File: src/verilog/host_power_cfg.svh
// Constants for the host power switch and host watchdog block.
`ifndef HOST_POWER_CFG_SVH
`define HOST_POWER_CFG_SVH

`define HPW_CLK_NS          4
`define HPW_TICK_NS         31250000
`define HPW_TICKS_PER_SEC   5'h1f
`define HPW_ON_HOLD_TICKS   8'h08
`define HPW_OFF_HOLD_TICKS  8'h80
`define HPW_RST_HOLD_TICKS  8'h80
`define HPW_RST_PULSE_TICKS 8'h20
`define HPW_EXT_MAX_TICKS   8'ha0
`define HPW_LEN_HOLD        8'hff

`define HPW_MB_AUTO   0
`define HPW_MB_RINV   1
`define HPW_MB_PINV   2
`define HPW_MB_BLANK  4
`define HPW_MB_RESET  5
`define HPW_MB_ON     6
`define HPW_MB_OFF    7

`define HPW_CMD_ATX   8'h1c
`define HPW_CMD_WDOG  8'h1d
`define HPW_CMD_STAT  8'h1e
`define HPW_REPLY_BIT 8'h40

`define HPW_MASK_RST  8'h00
`define HPW_PULSE_RST 8'h20
`define HPW_SENSE_RST 1'b1

`define HPW_A_DATA0   8'h00
`define HPW_A_DATA1   8'h01
`define HPW_A_DATA2   8'h02
`define HPW_A_LEN     8'h03
`define HPW_A_TYPE    8'h04
`define HPW_A_REPLY   8'h05
`define HPW_A_LIVE    8'h06
`define HPW_A_STAT    8'h10
`define HPW_STAT_LEN  8'h0f
`define HPW_SB_MASK   8'h07
`define HPW_SB_WDOG   8'h08
`define HPW_SB_SENSE  8'h0b

`endif

File: src/verilog/host_power_pkg.sv
// Types shared by the host power switch and watchdog block.
package host_power_pkg;

	typedef enum logic [2:0] {
		S_IDLE     = 3'b000,
		S_PWR      = 3'b001,
		S_PWR_EXT  = 3'b010,
		S_PWR_HOLD = 3'b011,
		S_RST      = 3'b100
	} state_t;

	typedef enum logic [1:0] {
		MSG_NONE  = 2'b00,
		MSG_ON    = 2'b01,
		MSG_OFF   = 2'b10,
		MSG_RESET = 2'b11
	} msg_t;

	typedef struct packed {
		logic [7:0] len;
		logic [7:0] d0;
		logic [7:0] d1;
		logic [7:0] d2;
	} cmd_t;

	typedef struct packed {
		logic [7:0] mask;
		logic [7:0] pulse_len;
		logic       sense_sel;
	} cfg_t;

endpackage : host_power_pkg

File: src/verilog/host_power_switch_watchdog.sv
// Host power and reset switch control with host watchdog.
//
// Local design decisions: the address map and the strobed register port.
`timescale 1ns/1ns
`default_nettype none
`include "host_power_cfg.svh"

module host_power_switch_watchdog #(
	parameter int unsigned TICK_CYCLES = `HPW_TICK_NS / `HPW_CLK_NS
) (
	input  wire logic                  mclk_i,             // System clock
	input  wire logic                  sys_rst_i,          // Synchronous reset
	input  wire logic [7:0]            addr_i,             // Register address
	input  wire logic [7:0]            wr_data_i,          // Register write data
	input  wire logic                  wr_en_i,            // Write strobe
	input  wire logic                  rd_en_i,            // Read strobe
	output logic [7:0]                 rd_data_o,          // Read data, next cycle
	input  wire logic                  standby_supply_i,   // Internal supply sense
	input  wire logic                  sense_gpio_i,       // GPIO pin sense
	input  wire logic                  key_confirm_i,      // Confirm key, high pressed
	input  wire logic                  key_cancel_i,       // Cancel key, high pressed
	input  wire logic                  reset_line_i,       // Host reset line level
	output logic                       reset_line_o,       // Host reset drive level
	output logic                       reset_line_oe_n_o,  // Low while driving reset
	input  wire logic                  power_line_i,       // Host power line level
	output logic                       power_line_o,       // Host power drive level
	output logic                       power_line_oe_n_o,  // Low while driving power
	output logic                       display_blank_o,    // Blank the display
	output logic                       backlight_off_o,    // Backlight off
	output logic                       self_restart_o,     // Restart pulse for module
	output host_power_pkg::msg_t       msg_o               // Message to show
);
	import host_power_pkg::*;

	logic [5:0]  async_in;
	logic [5:0]  sync_a;
	logic [5:0]  sync_b;
	logic        sense;
	logic        sense_q;
	logic        sense_rise;
	logic        key_ok;
	logic        key_no;
	logic [31:0] tick_cnt;
	logic        tick;
	logic [4:0]  sub_cnt;
	logic        sec_tick;
	logic [7:0]  confirm_ticks;
	logic [7:0]  cancel_ticks;
	cmd_t        cmd;
	cfg_t        cfg;
	logic [7:0]  last_type;
	logic [7:0]  reply;
	logic        cmd_go;
	logic        cmd_ok;
	logic        wd_en;
	logic [7:0]  wd_count;
	logic        wd_fire;
	logic        wd_pend;
	state_t      state;
	logic [7:0]  pulse_ticks;
	logic [7:0]  next_ticks;
	logic        restart_after;
	logic        sense_at;
	logic        idle_rst;
	logic        idle_pwr;
	logic        drive_rst;
	logic        drive_pwr;
	logic [7:0]  stat_idx;
	logic [7:0]  rd_mux;

	assign async_in = {power_line_i, reset_line_i, key_cancel_i,
		key_confirm_i, sense_gpio_i, standby_supply_i};

	// Two-flop synchronisers for every pin input.
	for (genvar i = 0; i < 6; i++) begin : g_sync
		always_ff @(posedge mclk_i) begin
			if (sys_rst_i) begin
				sync_a[i] <= 1'b0;
				sync_b[i] <= 1'b0;
			end else begin
				sync_a[i] <= async_in[i];
				sync_b[i] <= sync_a[i];
			end
		end
	end

	assign sense      = cfg.sense_sel ? sync_b[0] : sync_b[1];
	assign key_ok     = sync_b[2];
	assign key_no     = sync_b[3];
	assign sense_rise = sense & ~sense_q;

	always_ff @(posedge mclk_i) begin
		if (sys_rst_i) begin
			sense_q <= 1'b0;
		end else begin
			sense_q <= sense;
		end
	end

	// Timebase: 1/32 s tick and one-second tick.
	always_ff @(posedge mclk_i) begin
		if (sys_rst_i) begin
			tick_cnt <= 32'h0000_0000;
			tick     <= 1'b0;
			sub_cnt  <= 5'h00;
			sec_tick <= 1'b0;
		end else begin
			if (tick_cnt == 32'(TICK_CYCLES - 1)) begin
				tick_cnt <= 32'h0000_0000;
				tick     <= 1'b1;
			end else begin
				tick_cnt <= tick_cnt + 32'h0000_0001;
				tick     <= 1'b0;
			end
			if (tick) begin
				sub_cnt <= sub_cnt + 5'h01;
			end
			sec_tick <= tick && (sub_cnt == `HPW_TICKS_PER_SEC);
		end
	end

	// Key hold timers, counted only while idle so a held key must reach the hold time again for each action.
	always_ff @(posedge mclk_i) begin
		if (sys_rst_i || state != S_IDLE || !key_ok) begin
			confirm_ticks <= 8'h00;
		end else if (tick && confirm_ticks != 8'hff) begin
			confirm_ticks <= confirm_ticks + 8'h01;
		end
	end

	always_ff @(posedge mclk_i) begin
		if (sys_rst_i || state != S_IDLE || !key_no) begin
			cancel_ticks <= 8'h00;
		end else if (tick && cancel_ticks != 8'hff) begin
			cancel_ticks <= cancel_ticks + 8'h01;
		end
	end

	// Command staging: a write of the type register runs the command.
	always_ff @(posedge mclk_i) begin
		if (sys_rst_i) begin
			cmd       <= '0;
			last_type <= 8'h00;
			cmd_go    <= 1'b0;
		end else begin
			cmd_go <= wr_en_i && addr_i == `HPW_A_TYPE;
			if (wr_en_i) begin
				case (addr_i)
					`HPW_A_DATA0: cmd.d0 <= wr_data_i;
					`HPW_A_DATA1: cmd.d1 <= wr_data_i;
					`HPW_A_DATA2: cmd.d2 <= wr_data_i;
					`HPW_A_LEN:   cmd.len <= wr_data_i;
					`HPW_A_TYPE:  last_type <= wr_data_i;
					default: ;
				endcase
			end
		end
	end

	always_comb begin
		case (last_type)
			`HPW_CMD_ATX:  cmd_ok = cmd.len >= 8'h01 && cmd.len <= 8'h03;
			`HPW_CMD_WDOG: cmd_ok = cmd.len == 8'h01;
			`HPW_CMD_STAT: cmd_ok = cmd.len == 8'h00;
			default:       cmd_ok = 1'b0;
		endcase
	end

	always_ff @(posedge mclk_i) begin
		if (sys_rst_i) begin
			reply <= 8'h00;
		end else if (cmd_go) begin
			reply <= cmd_ok ? (last_type | `HPW_REPLY_BIT) : 8'h00;
		end
	end

	// Switch configuration.
	always_ff @(posedge mclk_i) begin
		if (sys_rst_i) begin
			cfg.mask      <= `HPW_MASK_RST;
			cfg.pulse_len <= `HPW_PULSE_RST;
			cfg.sense_sel <= `HPW_SENSE_RST;
		end else if (cmd_go && cmd_ok && last_type == `HPW_CMD_ATX) begin
			cfg.mask <= cmd.d0;
			if (cmd.len >= 8'h02 && cmd.d1 != 8'h00) begin
				cfg.pulse_len <= cmd.d1;
			end
			if (cmd.len == 8'h03) begin
				cfg.sense_sel <= cmd.d2[0];
			end
		end
	end

	// Watchdog countdown in seconds.
	always_ff @(posedge mclk_i) begin
		if (sys_rst_i || self_restart_o) begin
			wd_en    <= 1'b0;
			wd_count <= 8'h00;
			wd_fire  <= 1'b0;
		end else begin
			wd_fire <= 1'b0;
			if (cmd_go && cmd_ok && last_type == `HPW_CMD_WDOG) begin
				wd_count <= cmd.d0;
				wd_en    <= cmd.d0 != 8'h00;
			end else if (wd_en && sec_tick) begin
				if (wd_count == 8'h01) begin
					wd_count <= 8'h00;
					wd_en    <= 1'b0;
					wd_fire  <= 1'b1;
				end else begin
					wd_count <= wd_count - 8'h01;
				end
			end
		end
	end

	assign next_ticks = pulse_ticks + 8'h01;

	// Pulse sequencer.
	always_ff @(posedge mclk_i) begin
		if (sys_rst_i) begin
			state          <= S_IDLE;
			pulse_ticks    <= 8'h00;
			restart_after  <= 1'b0;
			sense_at       <= 1'b0;
			wd_pend        <= 1'b0;
			msg_o          <= MSG_NONE;
			self_restart_o <= 1'b0;
		end else begin
			self_restart_o <= 1'b0;
			case (state)
				S_IDLE: begin
					pulse_ticks <= 8'h00;
					sense_at    <= sense;
					if (wd_pend) begin
						wd_pend       <= 1'b0;
						restart_after <= 1'b0;
						state         <= S_RST;
					end else if (!sense && cfg.mask[`HPW_MB_ON]
							&& confirm_ticks >= `HPW_ON_HOLD_TICKS) begin
						msg_o         <= MSG_ON;
						restart_after <= 1'b1;
						state <= (cfg.pulse_len == `HPW_LEN_HOLD) ? S_PWR_HOLD : S_PWR;
					end else if (sense && cfg.mask[`HPW_MB_RESET]
							&& confirm_ticks >= `HPW_RST_HOLD_TICKS) begin
						msg_o         <= MSG_RESET;
						restart_after <= 1'b1;
						state         <= S_RST;
					end else if (sense && cfg.mask[`HPW_MB_OFF]
							&& cancel_ticks >= `HPW_OFF_HOLD_TICKS) begin
						msg_o         <= MSG_OFF;
						restart_after <= 1'b0;
						state <= (cfg.pulse_len == `HPW_LEN_HOLD) ? S_PWR_HOLD : S_PWR;
					end else if (sense_rise) begin
						self_restart_o <= 1'b1;
					end
				end
				S_PWR: begin
					if (tick) begin
						pulse_ticks <= next_ticks;
						if (next_ticks >= cfg.pulse_len) begin
							pulse_ticks <= 8'h00;
							if (msg_o == MSG_OFF && key_no) begin
								state <= S_PWR_EXT;
							end else begin
								state          <= S_IDLE;
								msg_o          <= MSG_NONE;
								self_restart_o <= restart_after;
							end
						end
					end
				end
				S_PWR_EXT: begin
					if (tick) begin
						pulse_ticks <= next_ticks;
					end
					if (!key_no || (tick && next_ticks >= `HPW_EXT_MAX_TICKS)) begin
						state <= S_IDLE;
						msg_o <= MSG_NONE;
					end
				end
				S_PWR_HOLD: begin
					if (sense != sense_at) begin
						state          <= S_IDLE;
						msg_o          <= MSG_NONE;
						self_restart_o <= restart_after;
					end
				end
				S_RST: begin
					if (tick) begin
						pulse_ticks <= next_ticks;
						if (next_ticks >= `HPW_RST_PULSE_TICKS) begin
							state          <= S_IDLE;
							msg_o          <= MSG_NONE;
							self_restart_o <= restart_after;
						end
					end
				end
				default: begin
					state <= S_IDLE;
					msg_o <= MSG_NONE;
				end
			endcase
			if (wd_fire) begin
				wd_pend <= 1'b1;
			end
		end
	end

	assign drive_rst = state == S_RST;
	assign drive_pwr = state == S_PWR || state == S_PWR_EXT || state == S_PWR_HOLD;

	// Idle levels are learnt only on ticks while the line floats, far from
	// the synchroniser lag that follows a pulse.
	always_ff @(posedge mclk_i) begin
		if (sys_rst_i) begin
			idle_rst <= 1'b1;
			idle_pwr <= 1'b1;
		end else if (tick) begin
			if (reset_line_oe_n_o && !drive_rst) begin
				idle_rst <= sync_b[4];
			end
			if (power_line_oe_n_o && !drive_pwr) begin
				idle_pwr <= sync_b[5];
			end
		end
	end

	// Line drivers: float when idle, active level only during a pulse.
	always_ff @(posedge mclk_i) begin
		if (sys_rst_i) begin
			reset_line_o      <= 1'b0;
			reset_line_oe_n_o <= 1'b1;
			power_line_o      <= 1'b0;
			power_line_oe_n_o <= 1'b1;
		end else begin
			reset_line_o <= cfg.mask[`HPW_MB_AUTO] ? ~idle_rst
				: cfg.mask[`HPW_MB_RINV];
			power_line_o <= cfg.mask[`HPW_MB_AUTO] ? ~idle_pwr
				: cfg.mask[`HPW_MB_PINV];
			reset_line_oe_n_o <= ~drive_rst;
			power_line_oe_n_o <= ~drive_pwr;
		end
	end

	always_ff @(posedge mclk_i) begin
		if (sys_rst_i) begin
			display_blank_o <= 1'b0;
			backlight_off_o <= 1'b0;
		end else begin
			display_blank_o <= cfg.mask[`HPW_MB_BLANK] && !sense;
			backlight_off_o <= cfg.mask[`HPW_MB_BLANK] && !sense;
		end
	end

	// Register read path, status block included.
	assign stat_idx = addr_i - `HPW_A_STAT;

	always_comb begin
		rd_mux = 8'h00;
		case (addr_i)
			`HPW_A_DATA0: rd_mux = cmd.d0;
			`HPW_A_DATA1: rd_mux = cmd.d1;
			`HPW_A_DATA2: rd_mux = cmd.d2;
			`HPW_A_LEN:   rd_mux = cmd.len;
			`HPW_A_TYPE:  rd_mux = last_type;
			`HPW_A_REPLY: rd_mux = reply;
			`HPW_A_LIVE:  rd_mux = {2'b00, wd_pend, wd_en, sense, state};
			default: begin
				if (addr_i >= `HPW_A_STAT && stat_idx < `HPW_STAT_LEN) begin
					case (stat_idx)
						`HPW_SB_MASK:  rd_mux = cfg.mask;
						`HPW_SB_WDOG:  rd_mux = wd_count;
						`HPW_SB_SENSE: rd_mux = {7'h00, cfg.sense_sel};
						default:       rd_mux = 8'h00;
					endcase
				end
			end
		endcase
	end

	always_ff @(posedge mclk_i) begin
		if (sys_rst_i) begin
			rd_data_o <= 8'h00;
		end else begin
			rd_data_o <= rd_en_i ? rd_mux : 8'h00;
		end
	end

endmodule : host_power_switch_watchdog
`default_nettype wire

File: config.mk
export PLATFORM = sky130hd
export DESIGN_NAME = host_power_switch_watchdog
export DESIGN_NICKNAME = d
export VERILOG_FILES = /design/src/verilog/host_power_pkg.sv /design/src/verilog/host_power_switch_watchdog.sv
export VERILOG_INCLUDE_DIRS = /design/src /design/src/verilog
export SDC_FILE = /design/constraint.sdc
export NUM_CORES = 1
export LEC_CHECK = 0
export BUFFER_PORTS_ARGS = -buffer_cell sky130_fd_sc_hd__buf_2
export CAP_MARGIN = 5
export CORE_MARGIN = 3
export CORE_UTILIZATION = 44
export CTS_BUF_LIST = sky130_fd_sc_hd__clkbuf_16
export CTS_CLUSTER_SIZE = 14
export DETAILED_ROUTE_END_ITERATION = 8
export SYNTH_ARGS = -nofsm -noshare
export SYNTH_HDL_FRONTEND = slang
export SYNTH_SLANG_ARGS = --single-unit
File: constraint.sdc
create_clock -name mclk_i -period 2.3 [get_ports mclk_i]
set_input_delay 0 -clock mclk_i [delete_from_list [all_inputs] [get_ports mclk_i]]
set_output_delay 0 -clock mclk_i [all_outputs]
set_load 0.02 [all_outputs]
== After elaboration in Yosys (flattened, before gate mapping) ==
Cells that the tools add are included.
Operators by class
  $lt $le $gt $ge: 11
  eq/ne operators: 37
  bitwise logic cells: 8
  multiplexer cells: 63
  $add $sub $neg: 7
  reductions and logical operators: 63
Operator list (count)
  $mux W8: 8
  $pmux W8 S7: 1
  $pmux W8 S3: 2
  $add A32 B1 Y32 const B: 1
  $eq A32 B23 Y1 const B: 1
  $eq A8 B3 Y1 const B: 4
  $mux W3: 10
  $mux W2: 13
  $mux W1: 25
  $add A8 B1 Y8 const B: 3
  $eq A8 B1 Y1 const B: 3
  $eq A8 B2 Y1 const B: 3
  $eq A8 B5 Y1 const B: 3
  $ge A8 B8 Y1 const B: 3
  $logic_and A1 B1 Y1: 22
  $reduce_and A2 Y1: 11
  $eq A8 B4 Y1 const B: 2
  $logic_not A8 Y1: 2
  $ne A8 B8 Y1 const B: 2
  $reduce_bool A8 Y1: 2
  $pmux W3 S5: 1
  $ne A2 B2 Y1 const B: 7
  $pmux W2 S5: 1
  $reduce_and A9 Y1: 1
  other kinds (35): 58
Word-level totals
  output and inout bits: 17
  bits of input ports: 26
  register bits: 176
  logic and storage cells: 236

== Depth between registers and ports, before layout ==
  depth after elaboration: 8
  gate-level depth with buffers: 9
  mapped depth without buffers: 9

== Least setup slack after synthesis ==
Ideal clock, no wire load.
  kind: reg2reg
  start: reg pulse_ticks[0]
  end: reg state[0]
  path buffers: 0
  library setup time: 95 ps
  setup slack: 65 ps
  arrival: 2140 ps
  cell stages (with the launch flop): 10
  period minus slack after synthesis: 2235 ps
  required time: 2205 ps
  path through: dfxtp_1 -> ha_1 -> nand3_1 -> xnor2_1 -> ha_1 -> o211ai_1 -> a21oi_1 -> o31ai_1 -> a21oi_1 -> a221oi_1
On the way
  cells in the longest elaborated chain, start to end: 6
  elaborated cells between the ends (all ways): 10
  those cells by class: add/sub: 1; order compare: 3; eq/ne: 3; reduce/logical: 3
Ends and longest elaborated chain
  from (decl): RTL line host_power_switch_watchdog.sv:60  | logic [7:0] pulse_ticks;
  from (signal assigned): RTL line host_power_switch_watchdog.sv:260  | pulse_ticks <= next_ticks;
  from (signal assigned): RTL line host_power_switch_watchdog.sv:275  | pulse_ticks <= next_ticks;
  from (signal assigned): RTL line host_power_switch_watchdog.sv:291  | pulse_ticks <= next_ticks;
  $add A8 B1 Y8 *: RTL line host_power_switch_watchdog.sv:217  | assign next_ticks = pulse_ticks + 8'h01;
  $ge A8 B8 Y1 (no line)
  $logic_and A1 B1 Y1 (no line)
  $logic_or A1 B1 Y1: RTL line host_power_switch_watchdog.sv:277  | if (!key_no || (tick && next_ticks >= `HPW_EXT_MAX_TICKS)) begin
  $ne A2 B2 Y1 (no line)
  $reduce_and A7 Y1 (no line) *
  to (signal assigned): RTL line host_power_switch_watchdog.sv:243  | state <= (cfg.pulse_len == `HPW_LEN_HOLD) ? S_PWR_HOLD : S_PWR;
  to (signal assigned): RTL line host_power_switch_watchdog.sv:253  | state <= (cfg.pulse_len == `HPW_LEN_HOLD) ? S_PWR_HOLD : S_PWR;
  to (decl): RTL line host_power_switch_watchdog.sv:59  | state_t state;
Every way passes the cells marked *; elsewhere a longest branch is shown, timed or not.
A chain may end at the register's enable or synchronous reset.

== Worst setup path after layout ==
  start: reg pulse_ticks[0]
  end: reg self_restart_o
On the way
  cells in the longest elaborated chain, start to end: 5
  elaborated cells between the ends (all ways): 8
  those cells by class: add/sub: 1; order compare: 2; mux: 5
Ends and longest elaborated chain
  $add A8 B1 Y8 *: RTL line host_power_switch_watchdog.sv:217
  $ge A8 B6 Y1 (no line) / $ge A8 B8 Y1 (equally long branches)
  $mux W1 (on tied branches): RTL line host_power_switch_watchdog.sv:292, host_power_switch_watchdog.sv:261
  $mux W1 (on tied branches): RTL line host_power_switch_watchdog.sv:290, host_power_switch_watchdog.sv:259
  $pmux W1 S4 *: RTL line host_power_switch_watchdog.sv:231  | case (state)
  to (signal assigned): RTL line host_power_switch_watchdog.sv:268  | self_restart_o <= restart_after;
  to (signal assigned): RTL line host_power_switch_watchdog.sv:286  | self_restart_o <= restart_after;
  to (signal assigned): RTL line host_power_switch_watchdog.sv:295  | self_restart_o <= restart_after;
  to (decl): RTL line host_power_switch_watchdog.sv:30  | output logic self_restart_o,
Marked as above.

==> results.py <==
metrics = {
    "status": {
        "outcome": "completed",
    },
    "cells_and_area": {
        "drive_above_1_share_pct": 16.7,
        "most-common-layout-cells": "dfxtp_1, nor2_1, mux2i_1, nand2_1, buf_4",
        "areaGrowthSynthToFinish_pct": 19.5,
        "num-nets-final": 1029,
        "final_common_cell": "dfxtp_1",
        "post-route-util_pct": 54.6,
        "diodes": 0,
    },
    "cts": {
        "cts_tree": "done",
        "htree_levels": 4,
        "clockRootBuffer": "clkbuf_16",
        "cts_sinks": 176,
        "numCtsBuffers": 17,
        "clk_latency_ps": 430,
        "clockBufferDepth": 2,
        "clkTransAtPathRegs_ps": 70,
    },
    "setup_path": {
        "cp-end-kind": "register",
        "path_cells": "ha_2 -> xor2_1 -> ha_1 -> o21ai_0 -> a21o_1 -> a21oi_2 -> o31ai_4 -> buf_4 -> a211o_2 -> a21oi_1",
        "crit_family": "compound AO/OA/AOI/OAI gates",
        "critical-path-slowest-cell": "dfxtp_4",
        "crit_fanout": 5,
        "timing_worst_setup_path_type": "reg -> reg",
        "cp.arrival_ps": 2570,
        "slowest_delay_ps": 360,
        "cp-start-kind": "register",
        "cp.required_ps": 2650,
        "cp_num_buf_inv": 1,
    },
    "global_route": {
        "antenna_found_initial": 0,
        "gr-total-overflow": 0,
        "grt_pass1_wl_mm": 32.9,
        "grt_max_degree": 100,
        "grt_pass1_vias": 6278,
        "grt.total_usage_pct": 20.6,
    },
    "floorplan": {
        "die_x_microns": 141,
        "die_area_sq_mm": 0.0200,
        "start_util_pct": 45.7,
        "core-area_sq_mm": 0.0177,
        "rows": 48,
        "io_pins": 43,
        "die_h_microns": 141,
    },
    "logic_synthesis": {
        "synthXorXnorAreaFrac_pct": 5.53,
        "yosysWarnings": 0,
        "muxShareOfSynthArea_pct": 10.8,
        "synth_area_leaders": "dfxtp_1, mux2i_1, nor2_1",
        "synthAdderAreaFrac_pct": 2.63,
        "synth_ff_type": "dfxtp_1",
        "synth_seq_area_share_pct": 43.6,
        "syn_area_per_cell_sq_um": 8.97,
        "synth_compound_gate_area_share_pct": 11.3,
        "ys_ff_latch": 176,
        "synth_top_area_cell": "dfxtp_1",
        "synth_top_area_share_pct": 43.6,
        "synth-edff-count": 0,
        "ys_async_sr_fraction_pct": 0,
        "syn_inst": 900,
        "synth-simple-area-share_pct": 23.0,
        "synth_top_family_by_area": "simple AND/OR/NAND/NOR gates",
        "syn_nets": 943,
        "synth_cell_types": 72,
        "syn_area_sq_mm": 0.00808,
    },
    "timing": {
        "slew_headroom_pct": 57.2,
        "maxSlewViolCount": 0,
        "finClkSkew_ps": 8.64,
        "tightest_slew_ps": 625,
        "setup_tns_ps": 0,
        "fin_crit_sh_pct": 96.3,
        "hold_viol_final": 0,
        "hold_slack_ps": 32.8,
        "setup_violations": 0,
        "fmax_mhz": 452,
        "grt_setup_unrepaired": "true",
        "min_period_ps": 2210,
    },
    "job": {
        "maxCapViolations": 0,
    },
    "pwr": {
        "ir_worst_vdd_mv": 0.941,
        "power_per_cell_area_mw_per_mm2": 658,
        "p_leak_uw": 0.00403,
    },
    "placed_design": {
        "portBuffers": 42,
        "detailed_place_hpwl_mm": 14.3,
        "gp_congestion": 0.863,
    },
    "worst_hold_path": {
        "min_path_type": "in -> reg",
    },
    "drt": {
        "ant_nets": 0,
        "drtIter0Drc": 575,
        "viasPerCell": 5.52,
        "drcViolationCount": 0,
        "num_vias": 6756,
        "wirelength_mm": 20.3,
        "drtPass1Iterations": 6,
        "wl_per_cell_microns": 16.6,
    },
}
## layer usage
layer	track usage, %	vias to the layer above	part of all wire (%)
met3	4.25	18	5.0
met4	5.35	0	1.2
met2	31.3	147	45
met1	29.8	3226	49
met5	0	-	0
li1	-	3365	-
## flip-flops by register name, summed over array words and instances, names as in the netlist, 2 cells and up
register       cells
pulse_ticks        8
cfg               17
sync_b             4
state              3
wd_count           8
sync_a             6
confirm_ticks      8
sub_cnt            5
cancel_ticks       8
tick_cnt          32
msg_o              2
rd_data_o          8
cmd               32
reply              8
last_type          8
## final cells by class
class | count | area, sq um
clock inverter | 15 | 184
multi-input combinational | 660 | 4410
clock buffer | 17 | 425
inverter | 30 | 113
timing repair buffer | 101 | 703
sequential | 176 | 3540
tap | 225 | 282
fill | 1673 | 8010
## cell usage after synthesis (all sizes together), types with 16 or more instances
cell type	number
nor2	152
nand3	34
nor3	19
nand2	66
clkbuf	23
xor2	28
ha	17
nor4	16
mux2i	69
inv	30
xnor2	23
dfxtp	176
a21oi	42
o21ai	23
nand4	18
## tightest hold or removal path, cell delays in order
cell	delay, ps
buf_4	120
or2_2	240
a211oi_1	70
## path summary, 6_finish.rpt
path / start / to / slack, ps / cells after the start
setup / recovery: pulse_ticks[0] / self_restart_o / 90 / 10
hold / removal: sys_rst_i / wd_count[6] / 30 / 3
setup reg to reg: pulse_ticks[0] / self_restart_o / 90 / 10
hold reg to reg: sync_a[0] / sync_b[0] / 440 / 1
## what timing repair did
action,in CTS,in global routing
buffers inserted,0,3
hold buffers,14,0
endpoints found under the hold margin,46,0
gates resized for setup,6,17
pin swaps,0,4
endpoints found under the setup margin,13,13
## where the power goes
group | internal, uW | leakage (uW) | total, uW | switching [uW]
Clock | 1730 | 0.000296 | 3010 | 1280
Sequential | 3060 | 0.00142 | 3080 | 15.0
Combinational | 98.6 | 0.00231 | 259 | 160
## stage by stage
stage          total power (uW)  instances  instance area, sq um  worst slack, ps
2_1_floorplan              3290        900                  8080             64.5
3_3_place_gp               3390       1175                  8770            -65.7
3_5_place_dp               3390       1175                  8770             -155
4_1_cts                    6410       1221                  9550            -2.99
5_1_grt                    6590       1224                  9650            -32.7
6_report                   6350       1224                  9650             85.3
## cell families after synthesis
family                     Yosys count
DFF                                176
buffers and inverters               64
muxes                               79
AOI/OAI and AO/OA                  137
and+or+nand+nor                    376
xor gates and xnor gates            51
adders and majority gates           17
Note: power is estimated with default switching activity, not from simulation.
